$ cat src/tk_pkg.sv
// tk_pkg: shared constants of the timekeeper with stopwatch
// assumes a 125 MHz system clock and a 32-bit avalon-mm register slave
package tk_pkg;

	// ----------------------------------------------------------------
	// clock and time base
	// ----------------------------------------------------------------
	localparam int TK_CLK_HZ = 125_000_000;
	localparam int TK_TICK_S = 1;
	localparam int TK_TICK_CYC = TK_CLK_HZ * TK_TICK_S;
	localparam int TK_DIV_W = 27;

	// ----------------------------------------------------------------
	// counter widths and limits
	// ----------------------------------------------------------------
	localparam int TK_CNT_W = 7;
	localparam logic [6:0] TK_SEC_MAX = 7'h3B;
	localparam logic [6:0] TK_MIN_MAX = 7'h3B;
	localparam logic [6:0] TK_HR_MAX = 7'h17;
	localparam logic [6:0] TK_SWMIN_MAX = 7'h63;

	// ----------------------------------------------------------------
	// register byte offsets
	// ----------------------------------------------------------------
	localparam int TK_ADDR_W = 6;
	localparam logic [5:0] TK_OFS_CTRL = 6'h00;
	localparam logic [5:0] TK_OFS_SETVAL = 6'h04;
	localparam logic [5:0] TK_OFS_CMD = 6'h08;
	localparam logic [5:0] TK_OFS_CUR = 6'h0C;
	localparam logic [5:0] TK_OFS_PRESET = 6'h10;
	localparam logic [5:0] TK_OFS_DISP = 6'h14;
	localparam logic [5:0] TK_OFS_SW = 6'h18;
	localparam logic [5:0] TK_OFS_STATUS = 6'h1C;
	localparam logic [5:0] TK_OFS_MASK = 6'h20;

	// ----------------------------------------------------------------
	// field positions
	// ----------------------------------------------------------------
	localparam int TK_CTRL_CORR = 0;
	localparam int TK_CTRL_DISP_PRE = 1;
	localparam int TK_CTRL_EXT_TB = 2;
	localparam int TK_CTRL_TGT_PRE = 3;
	localparam int TK_CMD_ENTER = 0;
	localparam int TK_HMS_SEC_LSB = 0;
	localparam int TK_HMS_MIN_LSB = 8;
	localparam int TK_HMS_HR_LSB = 16;
	localparam int TK_SW_BLANK = 16;
	localparam int TK_EV_TICK = 0;
	localparam int TK_EV_ANN = 1;
	localparam int TK_EV_AUTO = 2;
	localparam int TK_EV_W = 3;

	// ----------------------------------------------------------------
	// reset values
	// ----------------------------------------------------------------
	localparam logic [3:0] TK_CTRL_RST = 4'h0;
	localparam logic [2:0] TK_MASK_RST = 3'h0;
	localparam logic [6:0] TK_CNT_RST = 7'h00;

	// ----------------------------------------------------------------
	// stopwatch states
	// ----------------------------------------------------------------
	typedef enum logic [2:0]
	{
		TK_SW_IDLE = 3'b001,
		TK_SW_RUN = 3'b010,
		TK_SW_HOLD = 3'b100
	} tk_sw_state_t;

endpackage

$ cat src/tk_sync2.sv
// tk_sync2: two-flop synchroniser for a group of independent levels
// assumes each bit is a slow level from outside the clock domain
`timescale 1ns/10ps
`default_nettype none
module tk_sync2
#(
	parameter int W = 1
)
(
	input wire logic clk_sys,
	input wire logic rst_n,
	input wire logic [W-1:0] d,
	output logic [W-1:0] q
);
	logic [W-1:0] meta_r;

	always_ff @(posedge clk_sys or negedge rst_n)
	begin
		if (!rst_n)
		begin
			meta_r <= '0;
			q <= '0;
		end
		else
		begin
			meta_r <= d;
			q <= meta_r;
		end
	end
endmodule // tk_sync2
`default_nettype wire

$ cat src/tk_wrap_cnt.sv
// tk_wrap_cnt: loadable counter from zero to maxv, wrapping to zero
// assumes synchronous reset release by the caller
`timescale 1ns/10ps
`default_nettype none
module tk_wrap_cnt
	import tk_pkg::*;
#(
	parameter logic [6:0] MAXV = 7'h3B
)
(
	input wire logic clk_sys,
	input wire logic rst_n,
	input wire logic load,
	input wire logic [6:0] load_val,
	input wire logic inc,
	output logic [6:0] val_r,
	output logic wrap
);
	assign wrap = inc && (val_r == MAXV);

	always_ff @(posedge clk_sys or negedge rst_n)
	begin
		if (!rst_n)
			val_r <= TK_CNT_RST;
		else if (load)
			val_r <= (load_val > MAXV) ? MAXV : load_val;
		else if (wrap)
			val_r <= TK_CNT_RST;
		else if (inc)
			val_r <= val_r + 7'h01;
	end
endmodule // tk_wrap_cnt
`default_nettype wire

$ cat src/tk_timekeeper.sv
// tk_timekeeper: time-of-day clock, preset announcement and stopwatch
// assumes avalon-mm master on clk_sys; panel and command pins asynchronous
`timescale 1ns/10ps
`default_nettype none
module tk_timekeeper
	import tk_pkg::*;
#(
	parameter int TICK_CYCLES = TK_TICK_CYC
)
(
	input wire logic clk_sys,
	input wire logic rst_n,
	input wire logic [5:0] avs_address,
	input wire logic avs_read,
	input wire logic avs_write,
	input wire logic [31:0] avs_writedata,
	output logic [31:0] avs_readdata,
	output logic avs_waitrequest,
	input wire logic ext_pulse,
	input wire logic sw_button,
	input wire logic cmd_engine_fire,
	input wire logic cmd_engine_cutoff,
	input wire logic flag_maneuver,
	input wire logic cmd_touchdown,
	input wire logic flag_descent,
	output logic [4:0] disp_hours,
	output logic [5:0] disp_min,
	output logic [5:0] disp_sec,
	output logic [6:0] sw_min,
	output logic [5:0] sw_sec,
	output logic sw_blank,
	output logic announce,
	output logic irq
);
	// ----------------------------------------------------------------
	// reset release and pin synchronisers
	// ----------------------------------------------------------------
	logic rst_m_r;
	logic rst_s_n;

	always_ff @(posedge clk_sys or negedge rst_n)
	begin
		if (!rst_n)
		begin
			rst_m_r <= 1'b0;
			rst_s_n <= 1'b0;
		end
		else
		begin
			rst_m_r <= 1'b1;
			rst_s_n <= rst_m_r;
		end
	end

	logic [6:0] pin_s;
	logic [6:0] pin_d_r;
	logic [6:0] pin_rise;

	tk_sync2 #(.W(7)) u_sync
	(
		.clk_sys(clk_sys),
		.rst_n(rst_s_n),
		.d({flag_descent, cmd_touchdown, flag_maneuver, cmd_engine_cutoff,
			cmd_engine_fire, sw_button, ext_pulse}),
		.q(pin_s)
	);

	always_ff @(posedge clk_sys or negedge rst_s_n)
	begin
		if (!rst_s_n)
			pin_d_r <= 7'h00;
		else
			pin_d_r <= pin_s;
	end

	assign pin_rise = pin_s & ~pin_d_r;

	// ----------------------------------------------------------------
	// bus slave: one wait cycle, then answer
	// ----------------------------------------------------------------
	logic done_r;
	logic acc;
	logic wr_acc;
	logic rd_acc;

	assign avs_waitrequest = (avs_read || avs_write) && !done_r;
	assign acc = (avs_read || avs_write) && done_r;
	assign wr_acc = acc && avs_write;
	assign rd_acc = acc && avs_read;

	always_ff @(posedge clk_sys or negedge rst_s_n)
	begin
		if (!rst_s_n)
			done_r <= 1'b0;
		else
			done_r <= (avs_read || avs_write) && !done_r;
	end

	logic [3:0] ctrl_r;
	logic [20:0] setval_r;
	logic [2:0] mask_r;
	logic enter;

	always_ff @(posedge clk_sys or negedge rst_s_n)
	begin
		if (!rst_s_n)
		begin
			ctrl_r <= TK_CTRL_RST;
			setval_r <= 21'h000000;
			mask_r <= TK_MASK_RST;
		end
		else if (wr_acc)
		begin
			if (avs_address == TK_OFS_CTRL)
				ctrl_r <= avs_writedata[3:0];
			if (avs_address == TK_OFS_SETVAL)
				setval_r <= avs_writedata[20:0];
			if (avs_address == TK_OFS_MASK)
				mask_r <= avs_writedata[2:0];
		end
	end

	// enter only acts in correction mode
	assign enter = wr_acc && (avs_address == TK_OFS_CMD)
		&& avs_writedata[TK_CMD_ENTER] && ctrl_r[TK_CTRL_CORR];

	// ----------------------------------------------------------------
	// time base
	// ----------------------------------------------------------------
	logic [TK_DIV_W-1:0] div_r;
	logic int_tick;
	logic tick;
	logic run_tick;

	// exact division: internal drift is that of the clock source only
	assign int_tick = (div_r == TK_DIV_W'(TICK_CYCLES - 1));

	always_ff @(posedge clk_sys or negedge rst_s_n)
	begin
		if (!rst_s_n)
			div_r <= '0;
		else if (int_tick)
			div_r <= '0;
		else
			div_r <= div_r + 1'b1;
	end

	// external pulse from the timing unit, one tick per rising edge
	assign tick = ctrl_r[TK_CTRL_EXT_TB] ? pin_rise[0] : int_tick;
	assign run_tick = tick && !ctrl_r[TK_CTRL_CORR];

	// ----------------------------------------------------------------
	// current time and preset
	// ----------------------------------------------------------------
	logic [6:0] cur_s;
	logic [6:0] cur_m;
	logic [6:0] cur_h;
	logic s_wrap;
	logic m_wrap;
	logic ld_cur;

	assign ld_cur = enter && !ctrl_r[TK_CTRL_TGT_PRE];

	tk_wrap_cnt #(.MAXV(TK_SEC_MAX)) u_cur_s
	(
		.clk_sys(clk_sys),
		.rst_n(rst_s_n),
		.load(ld_cur),
		.load_val({1'b0, setval_r[TK_HMS_SEC_LSB +: 6]}),
		.inc(run_tick),
		.val_r(cur_s),
		.wrap(s_wrap)
	);

	tk_wrap_cnt #(.MAXV(TK_MIN_MAX)) u_cur_m
	(
		.clk_sys(clk_sys),
		.rst_n(rst_s_n),
		.load(ld_cur),
		.load_val({1'b0, setval_r[TK_HMS_MIN_LSB +: 6]}),
		.inc(s_wrap),
		.val_r(cur_m),
		.wrap(m_wrap)
	);

	tk_wrap_cnt #(.MAXV(TK_HR_MAX)) u_cur_h
	(
		.clk_sys(clk_sys),
		.rst_n(rst_s_n),
		.load(ld_cur),
		.load_val({2'b00, setval_r[TK_HMS_HR_LSB +: 5]}),
		.inc(m_wrap),
		.val_r(cur_h),
		.wrap()
	);

	logic [20:0] cur_w;
	logic [20:0] pre_r;

	assign cur_w = {cur_h[4:0], 2'b00, cur_m[5:0], 2'b00, cur_s[5:0]};

	always_ff @(posedge clk_sys or negedge rst_s_n)
	begin
		if (!rst_s_n)
			pre_r <= 21'h000000;
		else if (enter && ctrl_r[TK_CTRL_TGT_PRE])
			pre_r <= setval_r & 21'h1F3F3F;
	end

	logic ann_r;
	logic ann_rise;

	always_ff @(posedge clk_sys or negedge rst_s_n)
	begin
		if (!rst_s_n)
			ann_r <= 1'b0;
		else
			ann_r <= (cur_w == pre_r);
	end

	assign ann_rise = (cur_w == pre_r) && !ann_r;
	assign announce = ann_r;

	// ----------------------------------------------------------------
	// display selection
	// ----------------------------------------------------------------
	logic [20:0] disp_w;

	assign disp_w = ctrl_r[TK_CTRL_DISP_PRE] ? pre_r : cur_w;

	always_ff @(posedge clk_sys or negedge rst_s_n)
	begin
		if (!rst_s_n)
		begin
			disp_hours <= 5'h00;
			disp_min <= 6'h00;
			disp_sec <= 6'h00;
		end
		else
		begin
			disp_hours <= disp_w[TK_HMS_HR_LSB +: 5];
			disp_min <= disp_w[TK_HMS_MIN_LSB +: 6];
			disp_sec <= disp_w[TK_HMS_SEC_LSB +: 6];
		end
	end

	// ----------------------------------------------------------------
	// stopwatch control
	// ----------------------------------------------------------------
	tk_sw_state_t sw_st_r;
	tk_sw_state_t sw_st_nxt;
	logic a_fire;
	logic a_stop;
	logic auto_ev;
	logic sw_clr;

	assign a_fire = pin_rise[2];
	assign a_stop = (pin_rise[3] && pin_s[4])
		|| (pin_rise[5] && pin_s[6]);
	assign auto_ev = a_fire || a_stop;

	always_comb
	begin
		sw_st_nxt = sw_st_r;
		if (a_fire)
			sw_st_nxt = TK_SW_RUN;
		else if (a_stop)
			sw_st_nxt = (sw_st_r == TK_SW_IDLE) ? TK_SW_IDLE : TK_SW_HOLD;
		else if (pin_rise[1])
		begin
			unique case (sw_st_r)
				TK_SW_IDLE: sw_st_nxt = TK_SW_RUN;
				TK_SW_RUN: sw_st_nxt = TK_SW_HOLD;
				TK_SW_HOLD: sw_st_nxt = TK_SW_IDLE;
				default: sw_st_nxt = TK_SW_IDLE;
			endcase
		end
	end

	always_ff @(posedge clk_sys or negedge rst_s_n)
	begin
		if (!rst_s_n)
			sw_st_r <= TK_SW_IDLE;
		else
			sw_st_r <= sw_st_nxt;
	end

	// clear on fire, or on the button press that blanks
	assign sw_clr = a_fire || (sw_st_nxt == TK_SW_IDLE
		&& sw_st_r != TK_SW_IDLE);

	logic [6:0] sws_v;
	logic [6:0] swm_v;
	logic sws_wrap;

	tk_wrap_cnt #(.MAXV(TK_SEC_MAX)) u_sw_s
	(
		.clk_sys(clk_sys),
		.rst_n(rst_s_n),
		.load(sw_clr),
		.load_val(TK_CNT_RST),
		.inc(tick && sw_st_r == TK_SW_RUN),
		.val_r(sws_v),
		.wrap(sws_wrap)
	);

	tk_wrap_cnt #(.MAXV(TK_SWMIN_MAX)) u_sw_m
	(
		.clk_sys(clk_sys),
		.rst_n(rst_s_n),
		.load(sw_clr),
		.load_val(TK_CNT_RST),
		.inc(sws_wrap),
		.val_r(swm_v),
		.wrap()
	);

	always_ff @(posedge clk_sys or negedge rst_s_n)
	begin
		if (!rst_s_n)
		begin
			sw_min <= 7'h00;
			sw_sec <= 6'h00;
			sw_blank <= 1'b1;
		end
		else
		begin
			sw_min <= swm_v;
			sw_sec <= sws_v[5:0];
			sw_blank <= (sw_st_r == TK_SW_IDLE);
		end
	end

	// ----------------------------------------------------------------
	// interrupt status, cleared by reading; a new event wins
	// ----------------------------------------------------------------
	logic [2:0] stat_r;
	logic [2:0] ev;

	assign ev = {auto_ev, ann_rise, tick};

	always_ff @(posedge clk_sys or negedge rst_s_n)
	begin
		if (!rst_s_n)
			stat_r <= 3'h0;
		else if (rd_acc && avs_address == TK_OFS_STATUS)
			// clear only what the read reported; later events stay
			stat_r <= ev | (stat_r & ~avs_readdata[2:0]);
		else
			stat_r <= stat_r | ev;
	end

	assign irq = |(stat_r & mask_r);

	// ----------------------------------------------------------------
	// read data, loaded in the wait cycle
	// ----------------------------------------------------------------
	always_ff @(posedge clk_sys or negedge rst_s_n)
	begin
		if (!rst_s_n)
			avs_readdata <= 32'h00000000;
		else if (avs_read && !done_r)
		begin
			unique case (avs_address)
				TK_OFS_CTRL: avs_readdata <= {28'h0000000, ctrl_r};
				TK_OFS_SETVAL: avs_readdata <= {11'h000, setval_r};
				TK_OFS_CUR: avs_readdata <= {11'h000, cur_w};
				TK_OFS_PRESET: avs_readdata <= {11'h000, pre_r};
				TK_OFS_DISP: avs_readdata <= {11'h000, disp_w};
				TK_OFS_SW: avs_readdata <= {15'h0000,
					sw_st_r == TK_SW_IDLE, 1'b0, swm_v, 2'b00, sws_v[5:0]};
				TK_OFS_STATUS: avs_readdata <= {29'h00000000, stat_r};
				TK_OFS_MASK: avs_readdata <= {29'h00000000, mask_r};
				default: avs_readdata <= 32'h00000000;
			endcase
		end
	end
endmodule // tk_timekeeper
`default_nettype wire

$ cat config.mk
export PLATFORM = sky130hd
export DESIGN_NAME = tk_timekeeper
export DESIGN_NICKNAME = d
export VERILOG_FILES = /design/src/tk_pkg.sv /design/src/tk_sync2.sv /design/src/tk_wrap_cnt.sv /design/src/tk_timekeeper.sv
export SDC_FILE = /design/constraint.sdc
export NUM_CORES = 1
export LEC_CHECK = 0
export BUFFER_PORTS_ARGS = -buffer_cell sky130_fd_sc_hd__buf_2
export CORE_ASPECT_RATIO = 2
export CORE_MARGIN = 2
export CORE_UTILIZATION = 45
export CTS_BUF_LIST = sky130_fd_sc_hd__clkbuf_2
export CTS_CLUSTER_DIAMETER = 150
export DETAILED_ROUTE_END_ITERATION = 6
export PLACE_DENSITY = 0.63
export RECOVER_POWER = 25
export SETUP_SLACK_MARGIN = 0.05
export SLEW_MARGIN = 20
export SYNTH_ARGS = -nofsm -noshare
export SYNTH_HDL_FRONTEND = slang
export SYNTH_SLANG_ARGS = --single-unit
$ cat constraint.sdc
create_clock -name clk_sys -period 6.6 [get_ports clk_sys]
set_clock_uncertainty 0.1 [all_clocks]
set_input_delay 0.66 -clock clk_sys [delete_from_list [all_inputs] [get_ports clk_sys]]
set_output_delay 0.66 -clock clk_sys [all_outputs]
set_load 0.02 [all_outputs]
==> Word level (Yosys, flattened, before mapping) <==
Index checks and enable logic that the tools add are counted.
{ "totals": {"register_bits": 200, "output_inout_bits": 66, "word_cells": 129} }
{ "op_classes": {"addsub": 6, "n_lt_le_gt_ge": 3, "eq_ne": 19, "muxes": 28, "bitwise": 7, "n_reduce_logical": 40} }
{ "ops": {"columns": ["op", "n"], "rows": [
  ["21-bit one-hot mux with 8 select lines", 1],
  ["7-bit two-way mux", 15],
  ["7-bit by 1-bit adder with 7-bit output, second input constant", 5],
  ["27-bit by 1-bit adder with 27-bit output, second input constant", 1],
  ["27-bit == test, second input constant", 1],
  ["27-bit two-way mux", 1],
  ["6-bit by 5-bit == test with 1-bit output, second input constant", 4],
  ["1-bit logical AND", 22],
  ["7-bit by 6-bit == test with 1-bit output, second input constant", 3],
  ["21-bit two-way mux", 1],
  ["17-bit == test", 1],
  ["3-bit two-way mux", 5],
  ["3-bit nonzero test", 5],
  ["6-bit by 4-bit == test with 1-bit output, second input constant", 2],
  ["6-bit greater-than comparator, second input constant", 2],
  ["6-bit two-way mux", 2],
  ["7-bit by 5-bit == test with 1-bit output, second input constant", 1],
  ["7-bit == test, second input constant", 1],
  ["3-bit bitwise AND", 2],
  ["6-bit bitwise AND", 1],
  ["3-bit by 1-bit == test with 1-bit output, second input constant", 2],
  ["6-bit by 3-bit == test with 1-bit output, second input constant", 1],
  ["6-bit == test, second input constant", 1],
  ["6-bit logical NOT", 1],
  ["other kinds (13)", 22]
]} }

==> Logic depth before layout (Yosys ltp) <==
Gate-level depths: netlist of the first run.
{ "depth": {"word_depth": 10, "ltp_mapped": 8, "mapped_depth_nobuf": 7} }

==> By module <==
Synthesis of the first run repeated with hierarchy kept, for this count alone.
{ "hier_totals": {"cells_unflattened": 810, "hier_area_um2": 9004.9} }
{ "modules_own_cells": {"columns": ["mod", "n_inst", "cells_per_inst", "area_per_inst_um2", "seq_area_each_um2"], "rows": [
  ["tk_timekeeper", 1, 532, 6306.0, 3480.8],
  ["tk_wrap_cnt at u_cur_m ...", 3, 54, 476.7, 175.2],
  ["tk_wrap_cnt at u_cur_h", 1, 51, 460.4, 175.2],
  ["tk_wrap_cnt at u_sw_m", 1, 51, 457.9, 175.2],
  ["tk_sync2", 1, 14, 350.3, 350.3]
]} }

==> Worst setup path after synthesis of the first run <==
OpenSTA, ideal clock, no wires.
{ "synth_path": {"path_type": "input -> register", "from": "input avs_address[1]", "to": "register avs_readdata[2]", "setup_time_ns": 0.064, "t_arrival_ns": 2.472, "slack_ns": 3.964, "cell_stages": 7, "path_buffers": 2, "cell_sequence": "clkbuf_1 > or4b_2 > nor2_1 > clkbuf_1 > a22oi_1 > a31oi_1 > a21o_1"} }
{ "synth_via": {"elab_chain_len": 2, "word_cells_on_any_way": 9, "classes_between": "7 x eq/ne; 1 x mux; 1 x reduce/logical"} }
{ "synth_lines": {"columns": ["element", "line", "rtl"], "rows": [
  ["start, declared", "tk_timekeeper.sv:13", "input wire logic [5:0] avs_address,"],
  ["6-bit == test (tied with other cells)", "tk_timekeeper.sv:364", "unique case (avs_address)"],
  ["21-bit one-hot mux with 8 select lines (*)", "tk_timekeeper.sv:364", null],
  ["end signal, assigned", "tk_timekeeper.sv:365", "TK_OFS_CTRL: avs_readdata <= {28'h0000000, ctrl_r};"],
  ["end signal, assigned", "tk_timekeeper.sv:366", "TK_OFS_SETVAL: avs_readdata <= {11'h000, setval_r};"],
  ["end signal, assigned", "tk_timekeeper.sv:367", "TK_OFS_CUR: avs_readdata <= {11'h000, cur_w};"],
  ["end, declared", "tk_timekeeper.sv:17", "output logic [31:0] avs_readdata,"]
]} }
Mark *: on every way between the ends. The rest lies on a longest branch, timed or not.
A chain may end at the register's enable or synchronous reset.

==> Worst setup path after layout of the first run <==
{ "layout_path": {"from": "register div_r[9]", "to": "register u_cur_h.val_r[6]"} }
{ "layout_via": {"elab_chain_len": 8, "word_cells_on_any_way": 9, "classes_between": "1 x eq/ne; 3 x mux; 5 x reduce/logical"} }
{ "layout_lines": {"columns": ["element", "line", "rtl"], "rows": [
  ["start, declared", "tk_timekeeper.sv:130", "logic [TK_DIV_W-1:0] div_r;"],
  ["start signal, assigned", "tk_timekeeper.sv:145", "div_r <= div_r + 1'b1;"],
  ["27-bit == test (*)", "tk_timekeeper.sv:136", "assign int_tick = (div_r == TK_DIV_W'(TICK_CYCLES - 1));"],
  ["1-bit two-way mux (*)", "tk_timekeeper.sv:149", "assign tick = ctrl_r[TK_CTRL_EXT_TB] ? pin_rise[0] : int_tick;"],
  ["1-bit logical AND (*)", "tk_timekeeper.sv:150", "assign run_tick = tick && !ctrl_r[TK_CTRL_CORR];"],
  ["1-bit logical AND (*) (2 in series)", "tk_wrap_cnt.sv:19", "assign wrap = inc && (val_r == MAXV);"],
  ["1-bit logical AND", "tk_wrap_cnt.sv:19", null],
  ["7-bit two-way mux", "tk_wrap_cnt.sv:27", "else if (wrap)"],
  ["7-bit two-way mux", "tk_wrap_cnt.sv:25", "else if (load)"],
  ["end signal, assigned", "tk_wrap_cnt.sv:26", "val_r <= (load_val > MAXV) ? MAXV : load_val;"],
  ["end signal, assigned", "tk_wrap_cnt.sv:30", "val_r <= val_r + 7'h01;"],
  ["end, declared", "tk_wrap_cnt.sv:16", "output logic [6:0] val_r,"]
]} }
Marked as above.

==> results of run 1 <==
stage by stage:
| stage | utilization [%] | instances | hold WS [ps] |
|---|---|---|---|
| after floorplan | - | 787 | 231 |
| after global placement | 48.9 | 1099 | 231 |
| after detailed placement | 48.9 | 1099 | 235 |
| after CTS | 51.9 | 1163 | 166 |
| after global routing | 51.8 | 1164 | 165 |
| final | 51.9 | 1165 | 233 |
layout by cell type (no fill, tap or decap), drive strengths merged, types with 24 or more instances in the layout:
master and n:
nor2 52, mux2 60, o21ai 34, buf 99, dfrtp 186, dlygate4sd3 32, xnor2 24, a21oi 33
nand2 58, xor2 24
layout make-up:
cell class | instances | area (um^2) | share of cell area (%)
flip-flops and latches | 188 | 4710 | 47.3
multi-input cells | 543 | 3790 | 38.1
repair buffers | 132 | 840 | 8.44
well taps | 259 | 324 | 3.26
clock inverters | 15 | 166 | 1.67
clock buffers | 17 | 85.1 | 0.855
inverters | 9 | 33.8 | 0.340
diodes | 2 | 5.00 | 0.0503
flip-flops by register name, summed over array words and instances, names as in the netlist, 4 cells and up:
name,flops
u_cur_h.val_r,7
u_sync.meta_r,7
ctrl_r,4
u_cur_m.val_r,7
disp_min,6
u_sync.q,7
u_sw_m.val_r,7
u_cur_s.val_r,7
setval_r,21
sw_sec,6
sw_min,7
div_r,27
pre_r,17
disp_sec,6
disp_hours,5
pin_d_r,5
avs_readdata,21
u_sw_s.val_r,7
per-layer routing:
metal	share of wire, %	global-route usage (%)	vias up	routed length [um]
met2	56	41.0	208	12500
met3	4.2	4.42	54	945
met5	0	0	-	0
li1	-	-	3061	-
met1	36	24.7	3303	7980
met4	4.2	12.1	0	933
synthesized netlist by cell type (4+ instances only):
| library cell | number | area, um^2 |
|---|---|---|
| nor2_1 | 52 | 195 |
| nand3_1 | 22 | 110 |
| nand2b_1 | 6 | 37.5 |
| mux2i_1 | 9 | 90.1 |
| a211oi_1 | 4 | 30.0 |
| a21oi_1 | 33 | 165 |
| xor2_1 | 24 | 210 |
| or3_1 | 8 | 50.1 |
| nor4b_1 | 5 | 43.8 |
| nand3b_1 | 5 | 37.5 |
| dfrtp_1 | 186 | 4650 |
| nor3_1 | 22 | 110 |
| inv_1 | 9 | 33.8 |
| a222oi_1 | 11 | 110 |
| buf_4 | 12 | 90.1 |
| o21ai_0 | 32 | 160 |
| nor2b_1 | 9 | 56.3 |
| and3_1 | 12 | 75.1 |
| mux2_2 | 60 | 676 |
| clkbuf_1 | 31 | 116 |
| ha_1 | 6 | 75.1 |
| o21a_1 | 4 | 30.0 |
| and4_1 | 4 | 35.0 |
| nand4_1 | 15 | 93.8 |
| xnor2_1 | 24 | 210 |
| nor4b_2 | 4 | 60.1 |
| a221oi_1 | 7 | 61.3 |
| a21o_1 | 9 | 67.6 |
| a22o_1 | 7 | 61.3 |
| nor4_1 | 7 | 43.8 |
| and2_1 | 5 | 31.3 |
| a22oi_1 | 15 | 113 |
| nor4bb_1 | 4 | 40.0 |
| nand2_1 | 57 | 214 |
worst min-delay path by stage:
stage / from / to / depth (start not counted) / slack, ps
after detailed placement: u_sync.meta_r[3] / u_sync.q[3] / 0 / 230
after global placement: u_sync.meta_r[3] / u_sync.q[3] / 0 / 230
after CTS: avs_write / mask_r[2] / 3 / 170
after global routing: avs_write / mask_r[2] / 3 / 160
after floorplan: rst_m_r / rst_s_n / 0 / 230
final: avs_write / mask_r[1] / 3 / 230
report_power, final:
group,leakage (nW),total [W],switching [W],internal (W)
clock network,0.152,0.000586,0.000455,0.000131
logic,1.98,0.000221,0.000129,0.0000913
registers,2.42,0.00127,0.0000641,0.00120
total,4.56,0.00207,0.000648,0.00142
logic make-up after synthesis:
group	after synthesis	synth area share [%]
multiplexers	69	8.79
AO/OA/AOI/OAI	153	12.1
XOR/XNOR	48	4.83
flip-flops	188	54.1
adder cells (fa/ha/maj)	6	0.862
AND/OR/NAND/NOR	255	16.2
other	2	0.0862
buffers and inverters	56	3.05
what timing repair did:
action	CTS	global route
hold buffers	32	0
buffers inserted	0	0
hold endpoints to repair	38	0
critical path, delay by kind of cell, from the launching register on:
kind | cells | cell delay (ps)
AOI/OAI and AO/OA | 2 | 760
DFF | 1 | 480
and+or+nand+nor | 4 | 1860
==> metrics.txt, run 1 <==
global-route wire length before repair=35700 um; Synth Register Bits=188; Post-Syn Area=0.00871 mm^2; vias in the first global route=6754; CTS H-tree lvls=4; CTS tree=done; pin count of the biggest net entering global routing=72; worst-case clock buffer depth=2; Final min period=3260 ps; vias per cell=5.69; die area=0.0205 mm^2; CTS Buf Count=17; final hold violations=0; Final Net Count=946; status=complete, but fails checks; largest fanout on the critical path=12; CP arrival=3890 ps; crit path capture=u_cur_h.val_r[6]; core area=0.0192 mm^2; r2r setup slk=3340 ps; Main synth FF type=dfrtp_1; number of distinct library cells after synthesis=70; GRT overflow=0; die height=201 um; placed instance area=0.00938 mm^2; sequential fraction of the synthesis area=54.1%; Global Route Usage Sum=22.9%; Rel. slew slack=-48.6%; Layout area overhead=14.3%; row count=72; CP max stage cell=o21ai_2; clock-pin slew on the worst setup and hold paths=290 ps; crit-path cells=or4b_1 -> or4_4 -> o21ai_2 -> nand2_2 -> or4_1 -> a21oi_1; leakage=4.56 nW; CP endpoint kind=register; CP peak stage delay=610 ps; Final Cell Area=0.00995 mm^2; clock sinks=188; maximum vdd drop=166 uV; Setup WS pre-CTS=3410 ps; Avg Synthesized Cell Area=11.2 um^2; clk_lat worst skew=820 ps; Peak Freq=0.307 GHz; RD Place Congestion=0.877; Post-Route WL=22400 um; DR pass1 iterations=7; Syn Inst Count=777; RSZ-0062 raised after global routing=false; origin of the worst setup path=div_r[9]; post-route ant nets=0; worst r2r src=div_r[9]; I/O Buffers=92; initial antenna violation count=1; post-cts gate resize count=0; final setup margin=3340 ps; vias post-DR=6626; proportion of layout cells with a drive suffix above 1=22.7%; worst min path class=in -> reg; Post-synth EDFFs=0; Remaining DRCs=0; worst endpoint required time=7240 ps; period utilisation layout=49.3%; cell area power density=208 mW/mm^2; Worst R2R End=u_cur_h.val_r[6]; critical path type=reg -> reg; FFs w/ async S/R, synth=100%; total power=0.00207 W; Wirelength per Cell=19.2 um; final setup vio count=0; CTS Root Cell=clkbuf_2; drt initial violations=397; fillers=1797; Initial Util=45.4%; MaxCap Viol Count=1; Slew Limit Fails=59; hpwl dp=15700 um; failing checks=capacitance limit, slew limit; worst slew pin tran=2230 ps; final setup TNS=0 ps; Ys Warns=0; num ports=115; critical path startpoint category=register; Die W=102 um; worst reg2reg path depth=6
Power figures use the tool's default switching activity.
==> run 2, diff against run 1 <==
--- a/config.mk
+++ b/config.mk
@@ -12,7 +12,7 @@
 export CTS_BUF_LIST = sky130_fd_sc_hd__clkbuf_2
 export CTS_CLUSTER_DIAMETER = 150
 export DETAILED_ROUTE_END_ITERATION = 6
-export PLACE_DENSITY = 0.63
+export PLACE_DENSITY = 0.65
 export RECOVER_POWER = 25
 export SETUP_SLACK_MARGIN = 0.05
 export SLEW_MARGIN = 20
==> constraint.sdc (replaced) <==
create_clock -name clk_sys -period 2.9 [get_ports clk_sys]
set_clock_uncertainty 0.1 [all_clocks]
set_input_delay 0.29 -clock clk_sys [delete_from_list [all_inputs] [get_ports clk_sys]]
set_output_delay 0.29 -clock clk_sys [all_outputs]
set_load 0.02 [all_outputs]
==> run 2 against run 1 <==
Compared with the run above:
- the run still ends with capacitance limit, slew limit left
- via count increased by 3.0%
- worst hold slack got worse by 120 ps
- final cell count increased by 3.9%
- largest cell class unchanged
- combinational power rose to 2.7 times the previous value
- total power is 130% higher
- non-clock buffer count rose by 46
==> metrics.txt, run 2 (synthesized netlist as in run 1, its figures left out) <==
Biggest register=div_r (unchanged); Rel. slew slack=-0.528% (was -48.6%); Worst path top cell family by delay=simple AND/OR/NAND/NOR gates (unchanged); Final Net Count=992 (was 946); proportion of layout cells with a drive suffix above 1=24.7% (was 22.7%); final setup TNS=0 ps (unchanged); final setup vio count=0 (unchanged); Comb power frac=12.3% (was 10.6%); Switching Share=30.7% (was 31.3%); row count=72 (unchanged); Largest register FFs=27 (unchanged); drt initial violations=369 (was 397); worst slew pin tran=1510 ps (was 2230 ps); clock-pin slew on the worst setup and hold paths=320 ps (was 290 ps); total power=0.00486 W (was 0.00207 W); internal power=0.00336 W (was 0.00142 W); CTS Root Cell=clkbuf_2 (unchanged); CP arrival=3450 ps (was 3890 ps); hpwl dp=16100 um (was 15700 um); Net Switching=0.00149 W (was 0.000648 W); Die W=102 um (unchanged); Placed Cells=1122 (was 1099); vias post-DR=6825 (was 6626); Post-Layout Cell Count=1210 (was 1165); GRT overflow=0 (unchanged); sequential power share=58.8% (was 61.1%); die area=0.0205 mm^2 (unchanged); clock sinks=188 (unchanged); CTS Buf Count=17 (unchanged); worst r2r src=div_r[9] (unchanged); cell area power density=467 mW/mm^2 (was 208 mW/mm^2); period utilisation layout=95.6% (was 49.3%); Worst R2R End=u_cur_h.val_r[6] (unchanged); largest fanout on the critical path=12 (unchanged); pin count of the biggest net entering global routing=77 (was 72); CTS H-tree lvls=4 (unchanged); status=complete, but fails checks (unchanged); Final min period=2770 ps (was 3260 ps); vias in the first global route=7179 (was 6754); RSZ-0062 raised after global routing=true (was false); crit path capture=u_cur_h.val_r[6] (unchanged); failing checks=capacitance limit, slew limit (unchanged); Clk network pwr share=28.9% (was 28.3%); MaxCap Viol Count=1 (unchanged); worst min path class=in -> reg (unchanged); Peak Freq=0.361 GHz (was 0.307 GHz); CP endpoint kind=register (unchanged); r2r setup slk=130 ps (was 3340 ps); Remaining DRCs=0 (unchanged); clk_lat worst skew=830 ps (was 820 ps); worst-case clock buffer depth=2 (unchanged); initial antenna violation count=1 (unchanged); post-route ant nets=0 (unchanged); Layout area overhead=19.4% (was 14.3%); global-route wire length before repair=37400 um (was 35700 um); top flop regs=div_r x27, avs_readdata x21, setval_r x21 (unchanged); most frequent cells in the layout=dfrtp_1, buf_2, mux2_2 (was dfrtp_1, buf_2, nand2_1); most common cell after layout, fill and taps aside=dfrtp_1 (unchanged); origin of the worst setup path=div_r[9] (unchanged); crit-path cells=or4b_1 -> or4_4 -> o21ai_2 -> buf_12 -> nand2_2 -> or4_1 -> a21oi_1 (was or4b_1 -> or4_4 -> o21ai_2 -> nand2_2 -> or4_1 -> a21oi_1); worst reg2reg path depth=7 (was 6); die height=201 um (unchanged); Bufs and invs on worst path=1 (was 0); Global Route Usage Sum=24.0% (was 22.9%); Slew Limit Fails=39 (was 59); critical path depth=7 (was 6); CP max stage cell=or4b_1 (was o21ai_2); final hold violations=0 (unchanged); RD Place Congestion=0.915 (was 0.877); DR pass1 iterations=5 (was 7); CTS tree=done (unchanged); Post-Route WL=23100 um (was 22400 um); CP peak stage delay=550 ps (was 610 ps); leakage=4.80 nW (was 4.56 nW); Wirelength per Cell=19.1 um (was 19.2 um); critical path type=reg -> reg (unchanged); core area=0.0192 mm^2 (unchanged); num ports=115 (unchanged); fillers=1697 (was 1797); Initial Util=45.4% (unchanged); I/O Buffers=92 (unchanged); critical path startpoint category=register (unchanged); worst endpoint required time=3570 ps (was 7240 ps); vias per cell=5.64 (was 5.69); maximum vdd drop=505 uV (was 166 uV)
[run 2: changes by cell type in the layout (fill, tap and decap cells not counted), moves of 3 or more]
cell / delta
mux2_1: -6
mux2_2: +6
buf_4: +18
dlygate4sd3_1: +23
buf_12: +3
[run 2: tightest hold or removal path, stage by stage]
cell and delay [ps]:
dlygate4sd3_1 530, buf_2 100, mux2_2 130
[run 2: per-stage QoR]
| stage | hold slack (ps) | setup WS (ps) | cell area (um^2) | util, % |
|---|---|---|---|---|
| 2_1_floorplan | -106 | 335 | 8750 | - |
| 3_3_place_gp | -24.4 | 208 | 9580 | 49.9 |
| 3_5_place_dp | -23.9 | 179 | 9580 | 49.9 |
| 4_1_cts | 33.1 | 121 | 10400 | 54.2 |
| 5_1_grt | 27.7 | 26.7 | 10400 | 54.2 |
| 6_report | 114 | 127 | 10400 | 54.2 |
[run 2: worst min path at each step]
stage                                 from          end  slack (ps)  cells after the start
after floorplan                      rst_n      rst_m_r        -110                      0
after global routing      avs_writedata[4]  setval_r[4]          30                      3
after detailed placement             rst_n      rst_m_r         -20                      1
after global placement               rst_n      rst_m_r         -20                      1
final                     avs_writedata[4]  setval_r[4]         110                      3
after CTS                 avs_writedata[5]  setval_r[5]          30                      3
[run 2: repair_timing]
item | CTS | global route
resized for setup | 0 | 3
endpoints found under the hold margin | 73 | 0
hold buffers | 55 | 0
buffers inserted | 0 | 0
setup endpoints to repair | 0 | 7
[run 2: power groups by stage]
stage                     Sequential [W]  Combinational [W]  Clock (W)
final                            0.00285           0.000596    0.00140
after global routing             0.00288           0.000650    0.00157
after CTS                        0.00286           0.000598    0.00146
after detailed placement         0.00290           0.000538          0
after global placement           0.00290           0.000532          0
after floorplan                  0.00292           0.000295          0
[run 2: routing by layer]
metal	up-vias	GRT usage [%]	part of all wire (%)	wire length, um
li1	3159	-	-	-
met1	3391	26.0	35	8150
met2	204	41.7	54	12500
met3	71	4.63	4.2	965
met4	0	15.2	6.1	1410
met5	-	0	0	0
[run 2: cell type report]
cell class              instances  area [um^2]  share of cell area [%]
diodes                          1         2.50                  0.0241
clock buffers                  17         85.1                   0.818
clock inverters                15          176                    1.70
inverters                       9         33.8                   0.325
multi-input cells             543         3800                    36.5
flip-flops and latches        188         4710                    45.3
well taps                     259          324                    3.12
repair buffers                178         1270                    12.2
==> run 3, diff against run 2 <==
--- a/config.mk
+++ b/config.mk
@@ -5,6 +5,7 @@
 export SDC_FILE = /design/constraint.sdc
 export NUM_CORES = 1
 export LEC_CHECK = 0
+export ABC_AREA = 1
 export BUFFER_PORTS_ARGS = -buffer_cell sky130_fd_sc_hd__buf_2
 export CORE_ASPECT_RATIO = 2
 export CORE_MARGIN = 2
==> run 3 against run 2 <==
Compared with the run above:
- the flow now finishes without violations
- critical path depth rose by 3
- fmax fell by 0.79%
- sequential cell count did not move
- die area rose by 4.2%
- critical endpoint is now ctrl_r[3]
==> metrics.txt, run 3 <==
status=finished clean (was complete, but fails checks); CTS H-tree lvls=4 (unchanged); most common cell after layout, fill and taps aside=nand2_1 (was dfrtp_1); Remaining DRCs=0 (unchanged); Final Net Count=1281 (was 992); period utilisation layout=96.4% (was 95.6%); worst slew pin tran=1140 ps (was 1510 ps); Initial Util=45.8% (was 45.4%); Slew Limit Fails=0 (was 39); row count=73 (was 72); vias in the first global route=7909 (was 7179); Fin Hold WS=99.1 ps (was 114 ps); proportion of layout cells with a drive suffix above 1=14.5% (was 24.7%); critical path depth=10 (was 7); final setup TNS=0 ps (unchanged); maximum vdd drop=257 uV (was 505 uV); Global Route Usage Sum=24.7% (was 24.0%); leakage=5.32 nW (was 4.80 nW); clock-pin slew on the worst setup and hold paths=260 ps (was 320 ps); mux cell area share after synthesis=0.620% (was 8.79%); Main synth FF type=dfrtp_1 (unchanged); crit-path cells=dlygate4sd3_1 -> buf_2 -> nor3_2 -> dlygate4sd3_1 -> nand2_1 -> dlygate4sd3_1 -> inv_2 -> nand2_2 -> o21ai_0 -> dlygate4sd3_1 (was or4b_1 -> or4_4 -> o21ai_2 -> buf_12 -> nand2_2 -> or4_1 -> a21oi_1); die area=0.0214 mm^2 (was 0.0205 mm^2); global-route wire length before repair=40500 um (was 37400 um); GRT overflow=0 (unchanged); final hold violations=0 (unchanged); worst endpoint required time=3580 ps (was 3570 ps); vias post-DR=7889 (was 6825); origin of the worst setup path=avs_address[2] (was div_r[9]); cell repeated most along the worst path=dlygate4sd3_1; MaxCap Viol Count=0 (was 1); Post-Route WL=25500 um (was 23100 um); Die W=104 um (was 102 um); placed instance area=0.00988 mm^2 (was 0.00958 mm^2); RD Place Congestion=0.907 (was 0.915); cell area power density=439 mW/mm^2 (was 467 mW/mm^2); adder-cell share of the synthesized area=0.826% (was 0.862%); final setup vio count=0 (unchanged); Synth Area in XOR/XNOR=4.24% (was 4.83%); count leader, synth=nand2_1 (was dfrtp_1); num ports=115 (unchanged); RSZ-0062 raised after global routing=false (was true); Avg Synthesized Cell Area=8.49 um^2 (was 11.2 um^2); Post-synth EDFFs=0 (unchanged); sequential fraction of the synthesis area=51.8% (was 54.1%); Final min period=2800 ps (was 2770 ps); Post-Syn Area=0.00909 mm^2 (was 0.00871 mm^2); pin count of the biggest net entering global routing=84 (was 77); vias per cell=5.25 (was 5.64); Ys Warns=0 (unchanged); r2r setup slk=570 ps (was 130 ps); Commonest cells post-synth=nand2_1, dfrtp_1, inv_1, nor2_1, o21ai_0 (was dfrtp_1, mux2_2, nand2_1, nor2_1, a21oi_1); I/O Buffers=92 (unchanged); fillers=1950 (was 1697); CTS Buf Count=17 (unchanged); Largest register FFs=27 (unchanged); most frequent cells in the layout=nand2_1, dfrtp_1, inv_1 (was dfrtp_1, buf_2, mux2_2); sequential power share=60.5% (was 58.8%); final setup margin=105 ps (was 127 ps); Switching Share=30.3% (was 30.7%); Synth Area in Simple Gates=23.6% (was 16.2%); clock sinks=188 (unchanged); Synth Register Bits=188 (unchanged); top flop regs=div_r x27, avs_readdata x21, setval_r x21 (unchanged); worst reg2reg path depth=1 (was 7); crit path capture=ctrl_r[3] (was u_cur_h.val_r[6]); number of distinct library cells after synthesis=47 (was 70); Final Cell Area=0.0106 mm^2 (was 0.0104 mm^2); CP endpoint kind=register (unchanged); largest family of logic cells by synthesized area=simple AND/OR/NAND/NOR gates (unchanged); CP max stage cell=dlygate4sd3_1 (was or4b_1); worst r2r src=rst_s_n (was div_r[9]); Rel. slew slack=24.1% (was -0.528%); critical path type=in -> reg (was reg -> reg); CP peak stage delay=610 ps (was 550 ps); core area=0.0198 mm^2 (was 0.0192 mm^2); CTS tree=done (unchanged); Worst path top cell family by delay=buffers and inverters (was simple AND/OR/NAND/NOR gates); internal power=0.00325 W (was 0.00336 W); post-route ant nets=0 (unchanged); worst-case clock buffer depth=2 (unchanged); CP arrival=3480 ps (was 3450 ps); hpwl dp=18700 um (was 16100 um); Synth area leader=dfrtp_1 (unchanged); Wirelength per Cell=17.0 um (was 19.1 um); Comb power frac=11.8% (was 12.3%); Setup WS pre-CTS=667 ps (was 179 ps); initial antenna violation count=1 (unchanged); Net Switching=0.00141 W (was 0.00149 W); die height=205 um (was 201 um); FFs w/ async S/R, synth=100% (unchanged); CTS Root Cell=clkbuf_2 (unchanged); Layout area overhead=16.8% (was 19.4%); critical path startpoint category=input port (was register); Worst R2R End=avs_readdata[2] (was u_cur_h.val_r[6]); DR pass1 iterations=7 (was 5); drt initial violations=429 (was 369); Clk network pwr share=27.7% (was 28.9%); Peak Freq=0.358 GHz (was 0.361 GHz); largest cells by area after synthesis=dfrtp_1, nand2_1, inv_1 (was dfrtp_1, mux2_2, nand2_1); worst min path class=in -> reg (unchanged); Biggest register=div_r (unchanged); largest fanout on the critical path=8 (was 12); Yosys top cell area share=51.2% (was 53.4%); Bufs and invs on worst path=6 (was 1); Syn Inst Count=1071 (was 777); clk_lat worst skew=820 ps (was 830 ps); complex-gate fraction of the synthesized area=11.0% (was 12.1%)
[run 3: cell count changes after synthesis, moves of 12 or more]
cell | previous run | this run
o21ai_0 | 32 | 90
nor2_1 | 52 | 93
nand3_1 | 22 | 57
clkbuf_1 | 31 | 17
xnor2_1 | 24 | 9
and3_1 | 12 | 0
nand2_1 | 57 | 236
inv_1 | 9 | 136
mux2_2 | 60 | 5
[run 3: worst min path at each step]
| stage | startpoint | to | slack [ps] | cells past startpoint |
|---|---|---|---|---|
| 3_3_place_gp | rst_n | rst_m_r | -20 | 1 |
| 3_5_place_dp | rst_n | rst_s_n | -20 | 1 |
| 5_1_grt | avs_writedata[7] | setval_r[7] | 30 | 3 |
| 2_1_floorplan | rst_n | rst_m_r | -110 | 0 |
| 4_1_cts | avs_address[1] | stat_r[0] | 6 | 9 |
| 6_report | avs_address[1] | stat_r[0] | 100 | 9 |
[run 3: per-layer routing]
metal,up-vias,track usage (%),wire (um)
met4,0,15.7,1480
met1,3785,24.1,8730
met5,-,0,0
li1,3795,-,-
met2,230,46.9,14300
met3,79,4.61,1030
[run 3: layout make-up]
class / instances / area (um^2) / share of cell area (%)
clock inverter: 14 / 138 / 1.30
clock buffer: 18 / 90.1 / 0.849
antenna: 1 / 2.50 / 0.0236
timing repair buffer: 161 / 1110 / 10.5
multi-input combinational: 718 / 3710 / 34.9
inverter: 140 / 531 / 5.00
tap: 262 / 328 / 3.09
sequential: 188 / 4710 / 44.3
[run 3: cells by family after synthesis]
logic type,after synthesis
multiplexers,5
other,2
buffers and inverters,175
AO/OA/AOI/OAI,172
flip-flops,188
adder cells (fa/ha/maj),6
AND/OR/NAND/NOR,479
XOR/XNOR,44
[run 3: stage by stage]
step	total power, W	instances	util (%)
3_5_place_dp	0.00337	1416	49.8
3_3_place_gp	0.00336	1416	49.8
6_report	0.00466	1502	53.6
4_1_cts	0.00472	1501	53.7
5_1_grt	0.00489	1502	53.6
2_1_floorplan	0.00316	1081	-
[run 3: power by group through the flow]
stage                     combinational, W  sequential (W)  clock, W
after detailed placement          0.000500         0.00287         0
after global routing              0.000607         0.00284   0.00145
final                             0.000551         0.00282   0.00129
after floorplan                   0.000266         0.00290         0
after global placement            0.000495         0.00286         0
after CTS                         0.000554         0.00282   0.00135
[run 3: worst min-delay path, stage by stage]
cell and delay, ps:
buf_2 90, inv_1 30, nand2_1 80, nor2_1 70
nand2_1 80, inv_1 70, nand3_1 110, o21ai_0 110
nand3_1 70
[run 3: what timing repair did]
action | CTS | global route
gates resized for setup | 0 | 3
hold buffers | 53 | 0
buffers inserted | 0 | 0
hold endpoints to repair | 61 | 0
setup endpoints to repair | 0 | 2
